[src/verilog/ebcp_pkg.sv]
// Purpose: Constants and types for the external bus cycle phaser
// Assumes: 125 MHz MCLK_I, AXI4-Lite register access, 16-bit bus data
// Notes:   One cpu_clock_period equals one bus_reference_clock_out period
package ebcp_pkg;

	// ==========================================================
	// Bus geometry
	localparam int unsigned AXI_AW   = 8;
	localparam int unsigned ADDR_W   = 24;
	localparam int unsigned DATA_W   = 16;
	localparam int unsigned NUM_CS   = 4;
	localparam int unsigned CFG_W    = 13;
	localparam int unsigned SYNC_W   = 16;

	// ==========================================================
	// Register byte offsets
	localparam logic [7:0] OFS_ADDR   = 8'h00;
	localparam logic [7:0] OFS_WDATA  = 8'h04;
	localparam logic [7:0] OFS_CMD    = 8'h08;
	localparam logic [7:0] OFS_STATUS = 8'h0c;
	localparam logic [7:0] OFS_RDATA  = 8'h10;
	localparam logic [7:0] OFS_TCFG0  = 8'h20;
	localparam logic [7:0] OFS_TCFG3  = 8'h2c;

	// ==========================================================
	// Field positions
	localparam int unsigned CMD_DIR_BIT   = 0;
	localparam int unsigned CMD_CS_LSB    = 1;
	localparam int unsigned ST_BUSY_BIT   = 0;
	localparam int unsigned ST_DONE_BIT   = 1;
	localparam int unsigned CFG_AB_BIT    = 0;
	localparam int unsigned CFG_ABX_LSB   = 1;
	localparam int unsigned CFG_C_LSB     = 3;
	localparam int unsigned CFG_D_BIT     = 5;
	localparam int unsigned CFG_E_LSB     = 6;
	localparam int unsigned CFG_F_LSB     = 11;

	// ==========================================================
	// Reset values and response codes
	localparam logic [CFG_W-1:0] TCFG_RST = 13'h1fff;
	localparam logic [1:0]       RESP_OK  = 2'h0;
	localparam logic [1:0]       RESP_ERR = 2'h2;

	// ==========================================================
	// Timing: ref clock is MCLK divided by this, one period is one CPU_CLOCK_PERIOD
	localparam int unsigned MCLK_PERIOD_NS = 8;
	localparam int unsigned TCP_NS         = 16;
	localparam int unsigned TCP_CYCLES     = TCP_NS / MCLK_PERIOD_NS;

	// ==========================================================
	// Cycle phases
	typedef enum logic [5:0] {
		PH_IDLE = 6'b000001,
		PH_AB   = 6'b000010,
		PH_C    = 6'b000100,
		PH_D    = 6'b001000,
		PH_E    = 6'b010000,
		PH_F    = 6'b100000
	} ebcp_phase_t;

endpackage

[src/verilog/ebcp_phaser.sv]
// Purpose: External bus cycle phaser with AXI4-Lite register access
// Assumes: MCLK_I at 125 MHz, synchronous active-high SYS_RST_I
// Notes:   Bus outputs change only with rising bus_reference_clock_out
//
// Overview of operation
// - Each bus cycle runs address setup, command delay, data setup, access, hold in order.
// - Phase lengths come from the timing configuration of the selected chip select.
// - Address setup is 1 to 2 periods, plus 0 to 3 when the chip select changed.
// - Write data setup or tristate phase is 0 or 1 period.
// - Address and write data hold phase is 0 to 3 periods.
// - Command delay is 0 to 3 periods and access 1 to 32 periods.
// - Read data is captured on the edge that ends the read strobe.
// - All bus outputs change with rising edges of the reference clock output.
module ebcp_phaser (
	input  wire logic                      MCLK_I,
	input  wire logic                      SYS_RST_I,
	input  wire logic [ebcp_pkg::AXI_AW-1:0] S_AXI_AWADDR_I,
	input  wire logic                      S_AXI_AWVALID_I,
	output logic                           S_AXI_AWREADY_O,
	input  wire logic [31:0]               S_AXI_WDATA_I,
	input  wire logic [3:0]                S_AXI_WSTRB_I,
	input  wire logic                      S_AXI_WVALID_I,
	output logic                           S_AXI_WREADY_O,
	output logic [1:0]                     S_AXI_BRESP_O,
	output logic                           S_AXI_BVALID_O,
	input  wire logic                      S_AXI_BREADY_I,
	input  wire logic [ebcp_pkg::AXI_AW-1:0] S_AXI_ARADDR_I,
	input  wire logic                      S_AXI_ARVALID_I,
	output logic                           S_AXI_ARREADY_O,
	output logic [31:0]                    S_AXI_RDATA_O,
	output logic [1:0]                     S_AXI_RRESP_O,
	output logic                           S_AXI_RVALID_O,
	input  wire logic                      S_AXI_RREADY_I,
	output logic                           BUS_REF_CLK_O,
	output logic [ebcp_pkg::ADDR_W-1:0]    BUS_ADDR_O,
	output logic [ebcp_pkg::DATA_W-1:0]    BUS_DATA_O,
	output logic                           BUS_DATA_OE_O,
	input  wire logic [ebcp_pkg::DATA_W-1:0] BUS_DATA_I,
	output logic                           BUS_RD_N_O,
	output logic                           BUS_WR_N_O,
	output logic                           BUS_ALE_O,
	output logic [ebcp_pkg::NUM_CS-1:0]    BUS_CS_N_O
);
	import ebcp_pkg::*;

	// ==========================================================
	// State
	typedef struct packed {
		ebcp_phase_t              ph;
		logic [5:0]               cnt;
		logic [TCP_CYCLES-1:0]    div;
		logic                     ref_clk;
		logic                     go;
		logic                     done;
		logic                     last_vld;
		logic [1:0]               last_cs;
		logic [1:0]               cs;
		logic                     dir;
		logic [ADDR_W-1:0]        addr;
		logic [DATA_W-1:0]        wdata;
		logic [DATA_W-1:0]        rdata;
		logic [NUM_CS-1:0][CFG_W-1:0] tcfg;
		logic                     aw_full;
		logic [AXI_AW-1:0]        aw_addr;
		logic                     w_full;
		logic [31:0]              w_data;
		logic [3:0]               w_strb;
		logic                     bvalid;
		logic [1:0]               bresp;
		logic                     rvalid;
		logic [31:0]              rdata_bus;
		logic [1:0]               rresp;
		logic                     aw_rdy;
		logic                     w_rdy;
		logic                     ar_rdy;
		logic [ADDR_W-1:0]        p_addr;
		logic [DATA_W-1:0]        p_data;
		logic                     p_oe;
		logic                     p_rd_n;
		logic                     p_wr_n;
		logic                     p_ale;
		logic [NUM_CS-1:0]        p_cs_n;
	} ebcp_state_t;

	ebcp_state_t s_q;
	ebcp_state_t s_d;

	logic [DATA_W-1:0] din_sync;

	// ==========================================================
	// Read data synchroniser
	ebcp_sync #(
		.W (SYNC_W)
	) u_din_sync (
		.clk_i   (MCLK_I),
		.rst_i   (SYS_RST_I),
		.async_i (BUS_DATA_I),
		.sync_o  (din_sync)
	);

	// ==========================================================
	// Byte-lane merge
	function automatic logic [31:0] merge(input logic [31:0] old_v,
		input logic [31:0] new_v, input logic [3:0] strb);
		logic [31:0] r;
		r = old_v;
		for (int i = 0; i < 4; i++) begin
			if (strb[i]) begin
				r[i*8 +: 8] = new_v[i*8 +: 8];
			end
		end
		return r;
	endfunction

	// ==========================================================
	// Next state
	logic [CFG_W-1:0] cfg;
	logic [5:0]       len_ab;
	logic [5:0]       len_c;
	logic [5:0]       len_d;
	logic [5:0]       len_e;
	logic [5:0]       len_f;
	logic             tick;
	logic             wr_fire;
	logic [31:0]      wval;
	logic [31:0]      rval;
	logic             rmap;
	logic             wmap;

	always_comb begin
		s_d     = s_q;
		cfg     = s_q.tcfg[s_q.cs];
		// Phase lengths in cpu_clock_period units, AB and E minus one
		len_ab  = 6'(cfg[CFG_AB_BIT]) + ((!s_q.last_vld || (s_q.last_cs != s_q.cs)) ?
			6'(cfg[CFG_ABX_LSB +: 2]) : 6'h00);
		len_c   = 6'(cfg[CFG_C_LSB +: 2]);
		len_d   = 6'(cfg[CFG_D_BIT]);
		len_e   = 6'(cfg[CFG_E_LSB +: 5]);
		len_f   = 6'(cfg[CFG_F_LSB +: 2]);
		tick    = (s_q.div == '0);
		wr_fire = 1'b0;
		wval    = 32'h0;
		rval    = 32'h0;
		rmap    = 1'b1;
		wmap    = 1'b1;

		// Reference clock divider
		s_d.div     = (32'(s_q.div) == TCP_CYCLES - 1) ? '0 : s_q.div + 1'b1;
		s_d.ref_clk = tick ? 1'b1 : 1'b0;

		// Phase sequencer, advanced once per period
		if (tick) begin
			case (s_q.ph)
				PH_IDLE: begin
					if (s_q.go) begin
						s_d.go       = 1'b0;
						s_d.last_vld = 1'b1;
						s_d.last_cs  = s_q.cs;
						s_d.ph       = PH_AB;
						s_d.cnt      = len_ab;
					end
				end
				PH_AB, PH_C, PH_D, PH_E, PH_F: begin
					if (s_q.cnt != 6'h00) begin
						s_d.cnt = s_q.cnt - 6'h01;
					end else begin
						case (s_q.ph)
							PH_AB: begin
								if (len_c != 6'h00) begin
									s_d.ph  = PH_C;
									s_d.cnt = len_c - 6'h01;
								end else if (len_d != 6'h00) begin
									s_d.ph  = PH_D;
									s_d.cnt = 6'h00;
								end else begin
									s_d.ph  = PH_E;
									s_d.cnt = len_e;
								end
							end
							PH_C: begin
								if (len_d != 6'h00) begin
									s_d.ph  = PH_D;
									s_d.cnt = 6'h00;
								end else begin
									s_d.ph  = PH_E;
									s_d.cnt = len_e;
								end
							end
							PH_D: begin
								s_d.ph  = PH_E;
								s_d.cnt = len_e;
							end
							PH_E: begin
								if (!s_q.dir) begin
									s_d.rdata = din_sync;
								end
								if (len_f != 6'h00) begin
									s_d.ph  = PH_F;
									s_d.cnt = len_f - 6'h01;
								end else begin
									s_d.ph   = PH_IDLE;
									s_d.done = 1'b1;
								end
							end
							default: begin
								s_d.ph   = PH_IDLE;
								s_d.done = 1'b1;
							end
						endcase
					end
				end
				default: begin
					s_d.ph = PH_IDLE;
				end
			endcase
		end

		// Pin values follow the phase, so they move only on ticks
		s_d.p_ale  = (s_d.ph == PH_AB);
		s_d.p_rd_n = !((s_d.ph == PH_E) && !s_q.dir);
		s_d.p_wr_n = !((s_d.ph == PH_E) && s_q.dir);
		s_d.p_oe   = s_q.dir && ((s_d.ph == PH_D) || (s_d.ph == PH_E) ||
			(s_d.ph == PH_F));
		s_d.p_cs_n = '1;
		if (s_d.ph != PH_IDLE) begin
			s_d.p_cs_n[s_q.cs] = 1'b0;
		end
		if (tick && (s_q.ph == PH_IDLE) && s_q.go) begin
			s_d.p_addr = s_q.addr;
			s_d.p_data = s_q.wdata;
		end

		// ======================================================
		// AXI4-Lite write channel
		if (S_AXI_AWVALID_I && !s_q.aw_full) begin
			s_d.aw_full = 1'b1;
			s_d.aw_addr = S_AXI_AWADDR_I;
		end
		if (S_AXI_WVALID_I && !s_q.w_full) begin
			s_d.w_full = 1'b1;
			s_d.w_data = S_AXI_WDATA_I;
			s_d.w_strb = S_AXI_WSTRB_I;
		end
		if (s_q.aw_full && s_q.w_full && !s_q.bvalid) begin
			wr_fire     = 1'b1;
			s_d.aw_full = 1'b0;
			s_d.w_full  = 1'b0;
			s_d.bvalid  = 1'b1;
		end
		if (s_q.bvalid && S_AXI_BREADY_I) begin
			s_d.bvalid = 1'b0;
		end
		if (wr_fire) begin
			case ({s_q.aw_addr[7:2], 2'b00})
				OFS_ADDR: begin
					wval       = merge({8'h00, s_q.addr}, s_q.w_data, s_q.w_strb);
					s_d.addr   = wval[ADDR_W-1:0];
				end
				OFS_WDATA: begin
					wval       = merge({16'h0000, s_q.wdata}, s_q.w_data, s_q.w_strb);
					s_d.wdata  = wval[DATA_W-1:0];
				end
				OFS_CMD: begin
					if (!s_q.go && (s_q.ph == PH_IDLE) && s_q.w_strb[0]) begin
						s_d.go  = 1'b1;
						s_d.dir = s_q.w_data[CMD_DIR_BIT];
						s_d.cs  = s_q.w_data[CMD_CS_LSB +: 2];
					end
				end
				OFS_STATUS: begin
					// A completion in this same cycle keeps the flag set
					if (s_q.w_strb[0] && s_q.w_data[ST_DONE_BIT] && !(s_d.done && !s_q.done)) begin
						s_d.done = 1'b0;
					end
				end
				default: begin
					if ((s_q.aw_addr >= OFS_TCFG0) && (s_q.aw_addr <= OFS_TCFG3)) begin
						wval = merge({19'h0, s_q.tcfg[s_q.aw_addr[3:2]]},
							s_q.w_data, s_q.w_strb);
						s_d.tcfg[s_q.aw_addr[3:2]] = wval[CFG_W-1:0];
					end else begin
						wmap = 1'b0;
					end
				end
			endcase
			s_d.bresp = wmap ? RESP_OK : RESP_ERR;
		end

		// ======================================================
		// AXI4-Lite read channel
		if (S_AXI_ARVALID_I && !s_q.rvalid) begin
			case ({S_AXI_ARADDR_I[7:2], 2'b00})
				OFS_ADDR:   rval = {8'h00, s_q.addr};
				OFS_WDATA:  rval = {16'h0000, s_q.wdata};
				OFS_CMD:    rval = {29'h0, s_q.cs, s_q.dir};
				OFS_STATUS: rval = {30'h0, s_q.done, s_q.go || (s_q.ph != PH_IDLE)};
				OFS_RDATA:  rval = {16'h0000, s_q.rdata};
				default: begin
					if ((S_AXI_ARADDR_I >= OFS_TCFG0) && (S_AXI_ARADDR_I <= OFS_TCFG3)) begin
						rval = {19'h0, s_q.tcfg[S_AXI_ARADDR_I[3:2]]};
					end else begin
						rmap = 1'b0;
					end
				end
			endcase
			s_d.rvalid    = 1'b1;
			s_d.rdata_bus = rval;
			s_d.rresp     = rmap ? RESP_OK : RESP_ERR;
		end else if (s_q.rvalid && S_AXI_RREADY_I) begin
			s_d.rvalid = 1'b0;
		end

		// Ready flags registered from slot state
		s_d.aw_rdy = !s_d.aw_full;
		s_d.w_rdy  = !s_d.w_full;
		s_d.ar_rdy = !s_d.rvalid;
	end

	// ==========================================================
	// Registers
	always_ff @(posedge MCLK_I) begin
		if (SYS_RST_I) begin
			s_q        <= '0;
			s_q.ph     <= PH_IDLE;
			s_q.tcfg   <= {NUM_CS{TCFG_RST}};
			s_q.p_rd_n <= 1'b1;
			s_q.p_wr_n <= 1'b1;
			s_q.p_cs_n <= '1;
			s_q.aw_rdy <= 1'b1;
			s_q.w_rdy  <= 1'b1;
			s_q.ar_rdy <= 1'b1;
		end else begin
			s_q <= s_d;
		end
	end

	// ==========================================================
	// Outputs
	assign S_AXI_AWREADY_O = s_q.aw_rdy;
	assign S_AXI_WREADY_O  = s_q.w_rdy;
	assign S_AXI_BVALID_O  = s_q.bvalid;
	assign S_AXI_BRESP_O   = s_q.bresp;
	assign S_AXI_ARREADY_O = s_q.ar_rdy;
	assign S_AXI_RVALID_O  = s_q.rvalid;
	assign S_AXI_RDATA_O   = s_q.rdata_bus;
	assign S_AXI_RRESP_O   = s_q.rresp;
	assign BUS_REF_CLK_O   = s_q.ref_clk;
	assign BUS_ADDR_O      = s_q.p_addr;
	assign BUS_DATA_O      = s_q.p_data;
	assign BUS_DATA_OE_O   = s_q.p_oe;
	assign BUS_RD_N_O      = s_q.p_rd_n;
	assign BUS_WR_N_O      = s_q.p_wr_n;
	assign BUS_ALE_O       = s_q.p_ale;
	assign BUS_CS_N_O      = s_q.p_cs_n;

endmodule

[src/verilog/ebcp_sync.sv]
// Purpose: Three-stage input synchroniser with agreement filter
// Assumes: Input is asynchronous to clk_i
// Notes:   Output changes only when stages two and three agree
module ebcp_sync #(
	parameter int unsigned W = 16
) (
	input  wire logic         clk_i,
	input  wire logic         rst_i,
	input  wire logic [W-1:0] async_i,
	output logic      [W-1:0] sync_o
);

	// ==========================================================
	// Stages
	logic [W-1:0] s1_q;
	logic [W-1:0] s2_q;
	logic [W-1:0] s3_q;
	logic [W-1:0] out_q;

	always_ff @(posedge clk_i) begin
		if (rst_i) begin
			s1_q  <= '0;
			s2_q  <= '0;
			s3_q  <= '0;
			out_q <= '0;
		end else begin
			s1_q <= async_i;
			s2_q <= s1_q;
			s3_q <= s2_q;
			if (s2_q == s3_q) begin
				out_q <= s3_q;
			end
		end
	end

	assign sync_o = out_q;

endmodule
[config.mk]
export PLATFORM = sky130hd
export DESIGN_NAME = ebcp_phaser
export DESIGN_NICKNAME = d
export VERILOG_FILES = /design/src/verilog/ebcp_pkg.sv /design/src/verilog/ebcp_phaser.sv /design/src/verilog/ebcp_sync.sv
export SDC_FILE = /design/constraint.sdc
export NUM_CORES = 1
export LEC_CHECK = 0
export BUFFER_PORTS_ARGS = -buffer_cell sky130_fd_sc_hd__buf_2
export CAP_MARGIN = 20
export CORE_ASPECT_RATIO = 0.9
export CORE_UTILIZATION = 45
export CTS_CLUSTER_SIZE = 16
export DETAILED_ROUTE_END_ITERATION = 10
export GPL_ROUTABILITY_DRIVEN = 0
export PLACE_DENSITY = 0.68
export SYNTH_ARGS = -nofsm -noshare
export SYNTH_HDL_FRONTEND = slang
export SYNTH_SLANG_ARGS = --single-unit
[constraint.sdc]
create_clock -name MCLK_I -period 4 [get_ports MCLK_I]
set_input_delay 0.4 -clock MCLK_I [delete_from_list [all_inputs] [get_ports MCLK_I]]
set_output_delay 0.4 -clock MCLK_I [all_outputs]
set_load 0.03 [all_outputs]
==> results of run 1 <==
==> registers in the layout (all words and copies together), names as in the netlist, 4 cells and up <==
signal	count
s_q	167
BUS_ADDR_O	24
S_AXI_RDATA_O	24
BUS_DATA_O	16
u_din_sync.s1_q	16
u_din_sync.s2_q	16
u_din_sync.s3_q	16
u_din_sync.sync_o	16
BUS_CS_N_O	4
==> through the flow <==
step / hold WS, ns / cells / setup WS, ns
after floorplan: 0.414 / 1492 / 1.13
after global placement: 0.425 / 1872 / 1.17
after detailed placement: 0.424 / 1873 / 1.10
after CTS: 0.0431 / 1927 / 1.09
after global routing: 0.0555 / 1928 / 0.913
final: 0.0619 / 1928 / 1.01
==> worst register-to-register path, cell delays in order (launching register included) <==
cell	delay (ns)
sky130_fd_sc_hd__dfxtp_1	0.37
sky130_fd_sc_hd__nand2_1	0.08
sky130_fd_sc_hd__or2_2	0.29
sky130_fd_sc_hd__nor4_1	0.52
sky130_fd_sc_hd__and2_1	0.47
sky130_fd_sc_hd__nand4_1	0.43
sky130_fd_sc_hd__buf_4	0.40
sky130_fd_sc_hd__a211o_1	0.31
==> synth_stat cells (all sizes together) (2+ instances only) <==
| library cell | instances |
|---|---|
| or4b | 2 |
| a22oi | 2 |
| nor3b | 4 |
| or3 | 13 |
| xnor2 | 5 |
| dfxtp | 311 |
| nor2b | 61 |
| a31oi | 11 |
| nor3 | 12 |
| ha | 7 |
| a221oi | 4 |
| a222oi | 12 |
| xor2 | 17 |
| nand4b | 3 |
| clkbuf | 84 |
| or3b | 2 |
| nand3 | 33 |
| nand2b | 6 |
| or2 | 3 |
| nor4 | 9 |
| o211ai | 2 |
| o2111ai | 2 |
| a211o | 53 |
| nor2 | 120 |
| mux4 | 40 |
| a32oi | 4 |
| a211oi | 11 |
| mux2i | 40 |
| o21a | 2 |
| nand4 | 4 |
| a311oi | 3 |
| a21oi | 154 |
| inv | 12 |
| and3 | 9 |
| and2 | 2 |
| o21ai | 10 |
| buf | 100 |
| nand3b | 5 |
| nand2 | 292 |
==> worst paths after layout <==
check / endpoint / slack, ns / depth (start not counted) / startpoint
hold / removal: u_din_sync.s1_q[2] / 0.06 / 2 / BUS_DATA_I[2]
hold reg to reg: u_din_sync.s2_q[7] / 0.44 / 1 / u_din_sync.s1_q[7]
setup / recovery: s_q[186] / 1.01 / 7 / s_q[125]
setup reg to reg: s_q[186] / 1.01 / 7 / s_q[125]
==> power groups by stage <==
stage	sequential, W	combinational, W	clock (W)
floorplan	0.00326	0.000267	0
global placement	0.00329	0.000357	0
detailed placement	0.00329	0.000363	0
CTS	0.00322	0.000364	0.00281
global route	0.00322	0.000398	0.00295
finish	0.00322	0.000363	0.00277
==> kinds of logic (layout without fill, tap and decap cells) <==
kind of cell / after synthesis / in the layout / share of synthesized area (%)
simple gates: 584 / 584 / 19.7
flops: 311 / 311 / 46.6
compound gates: 281 / 281 / 13.8
buf+inv: 196 / 236 / 8.00
mux: 80 / 80 / 9.77
xor+xnor: 22 / 22 / 1.44
fa+ha+maj: 8 / 8 / 0.740
other cells: 1 / 10 / 0.0281
==> area by class of cell <==
cell class,count,area (µm²)
fill,2768,14300
sequential,311,6230
multi-input combinational,985,6110
timing repair buffer,170,948
clock buffer,46,932
tap,396,495
inverter,12,45.0
clock inverter,8,43.8
==> layout by cell type, fill, tap and decap left out, drive strengths merged, types with 4 or more instances in the layout <==
cell type,netlist,final
mux2i,40,40
nand3b,5,5
nand2,292,292
clkinv,0,7
nor2,120,120
nor2b,61,61
nor3,12,12
a222oi,12,12
xor2,17,17
nor3b,4,4
buf,100,168
nor4,9,9
or3,13,13
o21ai,10,10
a32oi,4,4
a211oi,11,11
inv,12,13
conb,1,10
a211o,53,53
xnor2,5,5
mux4,40,40
nand2b,6,6
dfxtp,311,311
and3,9,9
a221oi,4,4
nand4,4,4
clkbuf,84,48
nand3,33,33
a21oi,154,154
a31oi,11,11
ha,7,7
==> layer usage <==
layer / track usage [%] / vias to the layer above
li1: - / 5094
met1: 32.9 / 4934
met2: 30.8 / 501
met3: 4.82 / 57
met4: 5.76 / 0
met5: 0 / -
==> metrics.txt, run 1 <==
outcome finished clean; share of the core filled with cells 50.9%; clock buffers created by TritonCTS 31; leading cell types by total area after synthesis sky130_fd_sc_hd__dfxtp_1 47%, sky130_fd_sc_hd__nand2_1 8.2%, sky130_fd_sc_hd__mux4_2 6.6%, sky130_fd_sc_hd__a21oi_1 5.7%, sky130_fd_sc_hd__buf_4 4.5%; Max Clock Skew roughly 0.02 ns; Final Power 0.00635 W; router iterations before antenna repair 6; final WL about 34000 µm; vias per std cell 5.49; cell area after layout 0.0148 mm²; warnings from Yosys 0; worst slew slack as a fraction of its limit 32.3%; setup_tns 0 ns; Rows 59; GRT Util Overall 21.8%; kind of critical path reg2reg; combinational group share of total power 5.7%; global-route wire length before repair 52000 µm; Bufs on Longest Clock Path 3; post-synthesis sequential area ratio a little under half; remaining antenna violation count after routing 0; leakage power total 5.71 nW; Via Count 10600; routed wire length per instance ~17 µm; Core Footprint 0.0291 mm²; number of enable-type register cells in the synthesized netlist 0; Crit path required time 4.43 ns; series of cell instances along the critical path nand2_1 > or2_2 > nor4_1 > and2_1 > nand4_1 > buf_4 > a211o_1; die area 0.0304 mm²; Gates resized, CTS repair 0; unrepaired setup endpoints after global routing no; via count of the first global-routing pass 9427; portion of total power attributed to sequential cells 50.7%; clock group share of total power 43.6%; count of input and output buffers 145; startpoint kind of the worst setup timing path flop; Area growth, synth to finish 10.8%; count of distinct cell types in the synthesized netlist 67; path class of the lowest-slack min-delay path in2reg; met2 routed WL 13800 µm; critical path's top delay family simple AND/OR/NAND/NOR gates; switching part of the total power 23.2%; Synth Instances about 1500; # IOs 165; maximum level of the CTS H-tree 1; number of setup buffers added after CTS 0; Synth area leader sky130_fd_sc_hd__dfxtp_1; register clock-pin slew on the reported worst setup and hold paths 0.06 ns; P_int 0.00488 W; synthesized flop and latch total 311; later-pin clock latency in the skew report 0.56 ns; share of synthesized flip-flops with an asynchronous set or reset 0%; Overflow after GRT 0; biggest cell delay along the critical path 0.52 ns; Fin. Hold Viols 0; Final period util 74.8%; power density relative to cell area 429 mW/mm²; max cap viols 0; number of buffer and inverter instances along the worst setup path 1; final count of negative-setup-slack endpoints 0; met1 wire length 15400 µm; cell area after placement 0.0138 mm²; initial detailed-routing violation count 1078; top layer used by detailed routing met4; routed wire length on met3 3640 µm; pin count of the biggest net entering global routing 138; Max Freq 334 MHz; Clock Root Buffer sky130_fd_sc_hd__clkbuf_16; antenna violations before repair 0; net switching component of the power around 0.0015 W; Die H 165 µm; type of element capturing the critical path flop; fraction of final layout cells sized beyond drive strength 1 around 18%; worst vdd ir 314 µV; cts-stage hold buffer count 0; diode count 0; Cell Area, Synth ~0.013 mm²; post-DP HPWL 23500 µm; number of remaining DRC errors 0; max-slew violation count 0; top-area cell type share of the netlist area between 40 and 50%; Chip Width 184 µm; post-route minimum period 2.99 ns; TritonCTS clock tree yes; Final #Nets 1593; starting density of the core 45.9%; actual slew at the worst max-slew pin 1.01 ns; cell with the biggest individual delay on the critical path sky130_fd_sc_hd__nor4_1; post-synthesis average cell area 9.01 µm²; number of clock sinks around 310; crit path DAT 3.43 ns; worst-path maximum fanout 18; dominant synthesized flop cell sky130_fd_sc_hd__dfxtp_1
Power figures use the tool's default switching activity.
==> run 2, diff against run 1 <==
--- a/config.mk
+++ b/config.mk
@@ -12,7 +12,7 @@
 export CTS_CLUSTER_SIZE = 16
 export DETAILED_ROUTE_END_ITERATION = 10
 export GPL_ROUTABILITY_DRIVEN = 0
-export PLACE_DENSITY = 0.68
+export PLACE_DENSITY = 0.71
 export SYNTH_ARGS = -nofsm -noshare
 export SYNTH_HDL_FRONTEND = slang
 export SYNTH_SLANG_ARGS = --single-unit
==> constraint.sdc (replaced) <==
create_clock -name MCLK_I -period 2.5 [get_ports MCLK_I]
set_input_delay 0.25 -clock MCLK_I [delete_from_list [all_inputs] [get_ports MCLK_I]]
set_output_delay 0.25 -clock MCLK_I [all_outputs]
set_load 0.03 [all_outputs]
==> run 2 against run 1 <==
Compared with the run above:
- highest routed layer unchanged
- via count grew 4.5%
- critical path depth unchanged
- non-clock buffer count grew 85
- worst hold slack got worse by 0.029 ns
- clock power increased by 71%
- total power increased by 66%
- design area is 6.0% higher
- first-iteration DRC count up 4.9%
- combinational power increased by 85%
- global-route usage increased by 1.4 points
- core utilization up 3.0 points
- flip-flop and latch count stayed put
==> metrics.txt, run 2 (same netlist as run 1, synthesis figures left out) <==
final count of negative-setup-slack endpoints 0; unrepaired setup endpoints after global routing yes; GRT Util Overall 23.1%; worst setup slack before clock tree synthesis -0.150 ns; TritonCTS clock tree yes; antenna violations before repair 0; pin count of the biggest net entering global routing 72; diode count 0; initial detailed-routing violation count 1131; vias per std cell 5.49; startpoint kind of the worst setup timing path flop; max-slew violation count 0; commonest cells after routing, fill and taps aside 309 x sky130_fd_sc_hd__dfxtp_1, 292 x sky130_fd_sc_hd__nand2_1, 152 x sky130_fd_sc_hd__a21oi_1; most common cell after layout, fill and taps aside sky130_fd_sc_hd__dfxtp_1; register clock-pin slew on the reported worst setup and hold paths 0.06 ns; worst-path maximum fanout 6; via count of the first global-routing pass 9976; combinational group share of total power 6.4%; portion of total power attributed to sequential cells 48.8%; max cap viols 0; Overflow after GRT 0; # IOs 165; min setup slack post-route 0.0580 ns; Max Clock Skew between 0.02 and 0.025 ns; leakage power total 6.10 nW; net switching component of the power 0.00247 W; clock group share of total power 44.8%; power density relative to cell area 673 mW/mm²; Core Footprint just under 0.03 mm²; Chip Width 184 µm; global-route wire length before repair between 50000 and 60000 µm; Area growth, synth to finish 17.4%; kind of critical path reg2reg; Crit path required time 2.94 ns; switching part of the total power 23.4%; P_int slightly above 0.008 W; Final period util a little over nine tenths; post-route minimum period between 2 and 2.5 ns; Clock Root Buffer sky130_fd_sc_hd__clkbuf_16; remaining antenna violation count after routing 0; Final #Nets 1678; Fin. Hold Viols 0; final WL between 30000 and 40000 µm; setup_tns 0 ns; number of clock sinks just over 300; outcome finished clean; count of input and output buffers 145; Via Count around 11000; post-DP HPWL 24500 µm; starting density of the core 45.9%; crit path DAT 2.88 ns; register bank with the most flops s_q; max FFs per register between 150 and 200; router iterations before antenna repair 6; actual slew at the worst max-slew pin 0.952 ns; path class of the lowest-slack min-delay path in2reg; worst slew slack as a fraction of its limit around 36%; Rows 59; Max Freq 410 MHz; fraction of final layout cells sized beyond drive strength 1 approximately a fifth; die area 0.0304 mm²; Bufs on Longest Clock Path 3; maximum level of the CTS H-tree 1; routed wire length per instance ~18 µm; later-pin clock latency in the skew report between 0.5 and 0.6 ns; number of remaining DRC errors 0; worst hold slack across all endpoints 0.0327 ns; worst vdd ir just under 500 µV; Die H 165 µm; clock buffers created by TritonCTS 31; type of element capturing the critical path flop
[run 2: changes by cell type in the layout (fill, tap and decap cells not counted), sizes merged]
cell         delta
bufinv          +3
dlygate4sd3    +54
buf            +32
clkbuf          -5
clkinvlp        +4
[run 2: through the flow]
| step | total power [W] | std cells | instance area, µm² | utilization, % |
|---|---|---|---|---|
| final | 0.0106 | 2016 | 15700 | 53.9 |
| after CTS | 0.0106 | 2015 | 15700 | 53.9 |
| after detailed placement | 0.00586 | 1903 | 14000 | 48.3 |
| after global placement | 0.00585 | 1903 | 14000 | 48.3 |
| after floorplan | 0.00565 | 1492 | 13400 | - |
| after global routing | 0.0109 | 2016 | 15700 | 53.9 |
[run 2: critical path, stage by stage, from the launching register on]
cell and delay [ns]:
sky130_fd_sc_hd__dfxtp_4 0.39, sky130_fd_sc_hd__mux4_1 0.60, sky130_fd_sc_hd__or2_4 0.29, sky130_fd_sc_hd__nor3b_1 0.18, sky130_fd_sc_hd__a211oi_2 0.23, sky130_fd_sc_hd__buf_4 0.16, sky130_fd_sc_hd__nand3_2 0.08, sky130_fd_sc_hd__or3b_1 0.37
[run 2: per-layer routing]
metal	vias to the layer above	part of all wire [%]	track usage (%)
met5	-	0	0
met4	0	2.6	7.12
met3	57	9.8	4.30
met2	531	41	32.9
met1	5204	46	35.0
li1	5272	-	-
[run 2: layout make-up]
class	count	area (µm²)
timing repair buffer	255	1710
clock buffer	42	877
inverter	12	45.0
clock inverter	15	168
fill	2626	13400
sequential	311	6230
multi-input combinational	985	6160
tap	396	495
[run 2: power by group through the flow]
stage | sequential, W | clock, W | combinational, W
after CTS | 0.00515 | 0.00479 | 0.000666
after global routing | 0.00516 | 0.00501 | 0.000730
after global placement | 0.00525 | 0 | 0.000591
after detailed placement | 0.00526 | 0 | 0.000599
final | 0.00515 | 0.00473 | 0.000673
after floorplan | 0.00522 | 0 | 0.000427
[run 2: path summary, 6_finish.rpt]
check | endpoint | cells past startpoint | from | slack [ns]
hold reg to reg | u_din_sync.s2_q[5] | 1 | u_din_sync.s1_q[5] | 0.44
hold / removal | S_AXI_ARREADY_O | 3 | S_AXI_ARVALID_I | 0.03
setup / recovery | BUS_WR_N_O | 7 | s_q[244] | 0.06
setup reg to reg | BUS_WR_N_O | 7 | s_q[244] | 0.06
[run 2: repair_timing]
item	in CTS	in global routing
setup endpoints to repair	13	10
pin swaps	3	3
hold endpoints to repair	55	0
setup buffers	1	1
hold buffers	54	0
resized for setup	7	7
==> run 3, diff against run 2 <==
--- a/config.mk
+++ b/config.mk
@@ -12,7 +12,9 @@
 export CTS_CLUSTER_SIZE = 16
 export DETAILED_ROUTE_END_ITERATION = 10
 export GPL_ROUTABILITY_DRIVEN = 0
-export PLACE_DENSITY = 0.71
+export PLACE_DENSITY = 0.67
+export REMOVE_ABC_BUFFERS = 1
 export SYNTH_ARGS = -nofsm -noshare
 export SYNTH_HDL_FRONTEND = slang
+export SYNTH_HIERARCHICAL = 1
 export SYNTH_SLANG_ARGS = --single-unit
==> run 3 against run 2 <==
Compared with the run above:
- the flow now finishes with violations (setup timing)
- clock-buffer cell count is 5 higher
- largest cell class is now multi-input gates
- setup slack worse by 0.078 ns
- global-route usage is 0.24 points lower
- via count is 0.70% higher
- core utilization is 2.1 points higher
- combinational power is 19% higher
- largest power group is now clock
- clock power is 10% higher
- total power is 5.6% higher
- first-iteration DRC count is 2.7% lower
==> metrics.txt, run 3 <==
outcome finished with violations; violated checks setup timing; global-route wire length before repair roughly 56000 µm; Rows 59; Synth Instances ~1500; fraction of final layout cells sized beyond drive strength 1 23.1%; leakage power total 6.38 nW; biggest cell delay along the critical path 0.60 ns; Bufs on Longest Clock Path 3; type of element capturing the critical path flop; diode count 0; Core Footprint just under 0.03 mm²; TritonCTS clock tree yes; post-DP HPWL 22900 µm; Area growth, synth to finish 21.2%; worst setup slack before clock tree synthesis -0.127 ns; Overflow after GRT 0; post-route minimum period between 2 and 3 ns; warnings from Yosys 6; Crit path required time 2.95 ns; number of clock sinks ~310; share of synthesized flip-flops with an asynchronous set or reset 0%; vias per std cell 5.43; post-synthesis sequential area ratio 46.1%; register clock-pin slew on the reported worst setup and hold paths 0.06 ns; min setup slack post-route -0.0204 ns; antenna violations before repair 0; Clock Root Buffer sky130_fd_sc_hd__clkbuf_16; final WL 35800 µm; pin count of the biggest net entering global routing 138; worst hold slack across all endpoints 0.0225 ns; via count of the first global-routing pass 10700; cells on worst reg2reg path 8; most common cell after layout, fill and taps aside sky130_fd_sc_hd__dfxtp_1; Cell Area, Synth 0.0135 mm²; routed wire length per instance 17.4 µm; Synth area leader sky130_fd_sc_hd__dfxtp_1; most frequent cell after synthesis sky130_fd_sc_hd__dfxtp_1; dominant synthesized flop cell sky130_fd_sc_hd__dfxtp_1; register bank with the most flops s_q; starting density of the core 46.2%; die area 0.0307 mm²; max FFs per register 167; worst slew slack as a fraction of its limit between 50% and 60%; max-slew violation count 0; count of fill cells added during filler insertion 2663; Max Clock Skew 0.0226 ns; leading cell types by total area after synthesis sky130_fd_sc_hd__dfxtp_1 46%, sky130_fd_sc_hd__nand2_1 7.7%, sky130_fd_sc_hd__mux4_2 6.8%, sky130_fd_sc_hd__a21oi_1 5.4%, sky130_fd_sc_hd__buf_4 4.6%; placed instance count a little under 2000; path class of the lowest-slack min-delay path in2reg; commonest cells after routing, fill and taps aside 304 x sky130_fd_sc_hd__dfxtp_1, 276 x sky130_fd_sc_hd__nand2_1, 145 x sky130_fd_sc_hd__a21oi_1; final count of negative-setup-slack endpoints 3; remaining antenna violation count after routing 0; crit path DAT between 2 and 3 ns; router iterations before antenna repair 8; startpoint kind of the worst setup timing path flop; # IOs 165; unrepaired setup endpoints after global routing yes; count of input and output buffers 145; Chip Width 185 µm; actual slew at the worst max-slew pin a little over 0.7 ns; Final #Nets 1712; worst vdd ir 532 µV; number of remaining DRC errors 0; setup_tns -0.0506 ns; number of enable-type register cells in the synthesized netlist 0; Final period util 101%; top-area cell type share of the netlist area about 46%; cell count of the worst hold path 3; initial detailed-routing violation count 1100; clock buffers created by TritonCTS 34; Die H 166 µm; most numerous cell types in the synthesized netlist 311 x sky130_fd_sc_hd__dfxtp_1, 277 x sky130_fd_sc_hd__nand2_1, 145 x sky130_fd_sc_hd__a21oi_1, 87 x sky130_fd_sc_hd__clkbuf_1, 84 x sky130_fd_sc_hd__nor2_1; count of distinct cell types in the synthesized netlist a little under 70; post-synthesis average cell area approximately 9.1 µm²; GRT Util Overall 22.9%; worst-path maximum fanout 4; Cell Count, Final, Fillers Out ~2000; Via Count 11100; synthesized flop and latch total just over 300; Fin. Hold Viols 0; later-pin clock latency in the skew report 0.52 ns; Max Freq 397 MHz; max cap viols 0; power density relative to cell area 680 mW/mm²; series of cell instances along the critical path mux4_2 > inv_2 > ha_4 > nand3b_1 > a2111oi_4 > a311oi_2 > or4_4 > nand4_1; maximum level of the CTS H-tree 2; cell with the biggest individual delay on the critical path sky130_fd_sc_hd__or4_4; kind of critical path reg2reg
[run 3: final cells by class]
class                   instances  area [µm²]  share of cell area (%)
multi-input cells             980        6390                    39.0
repair buffers                286        2020                    12.3
inverters                      18        67.6                   0.412
clock inverters                15         179                    1.09
flip-flops and latches        311        6230                    38.1
well taps                     396         495                    3.02
clock buffers                  47        1000                    6.11
[run 3: routing by layer]
metal	track usage [%]	wire, µm
met1	31.9	16000
met2	35.7	16300
met3	4.15	2600
met4	7.40	942
met5	0	0
[run 3: final timing paths]
path                       from                  to  slack (ns)
max                    s_q[244]       BUS_CS_N_O[3]       -0.02
min            S_AXI_WDATA_I[5]             s_q[98]        0.02
max reg2reg            s_q[244]       BUS_CS_N_O[3]       -0.02
min reg2reg  u_din_sync/s1_q[7]  u_din_sync/s2_q[7]        0.43
[run 3: kinds of logic after synthesis]
logic type | count (synthesis) | synth area share, %
DFF | 311 | 46.1
AOI/OAI and AO/OA | 277 | 13.1
xor gates and xnor gates | 24 | 1.56
muxes | 97 | 11.0
other | 1 | 0.0277
buffers and inverters | 204 | 8.07
and+or+nand+nor | 566 | 19.7
adders and majority gates | 6 | 0.555
[run 3: power by group]
group	leakage [nW]	switching (W)	internal, W
registers	2.53	0.0000819	0.00506
clock network	0.586	0.00207	0.00314
logic	3.26	0.000472	0.000328
total	6.38	0.00262	0.00852
[run 3: timing repair]
action                                  in CTS  in global routing
endpoints found under the setup margin       9                 17
hold buffers                                50                  0
setup buffers                                3                  4
pin swaps                                    4                 13
hold endpoints to repair                    50                  0
gates cloned                                 0                  1
resized for setup                           14                 21
[run 3: metrics by stage]
step	utilization [%]	area [µm²]	power, W
floorplan	-	12500	0.00562
global placement	49.6	14500	0.00596
detailed placement	49.6	14500	0.00597
CTS	55.7	16300	0.0112
global route	56.0	16400	0.0115
finish	56.0	16400	0.0111
[run 3: worst max-delay path: cells and delay by family (launching register included)]
kind	cells	cell delay, ns
buffers and inverters	1	0.09
adder cells (fa/ha/maj)	1	0.13
AND/OR/NAND/NOR	3	0.85
AO/OA/AOI/OAI	2	0.50
multiplexers	1	0.52
flip-flops	1	0.36
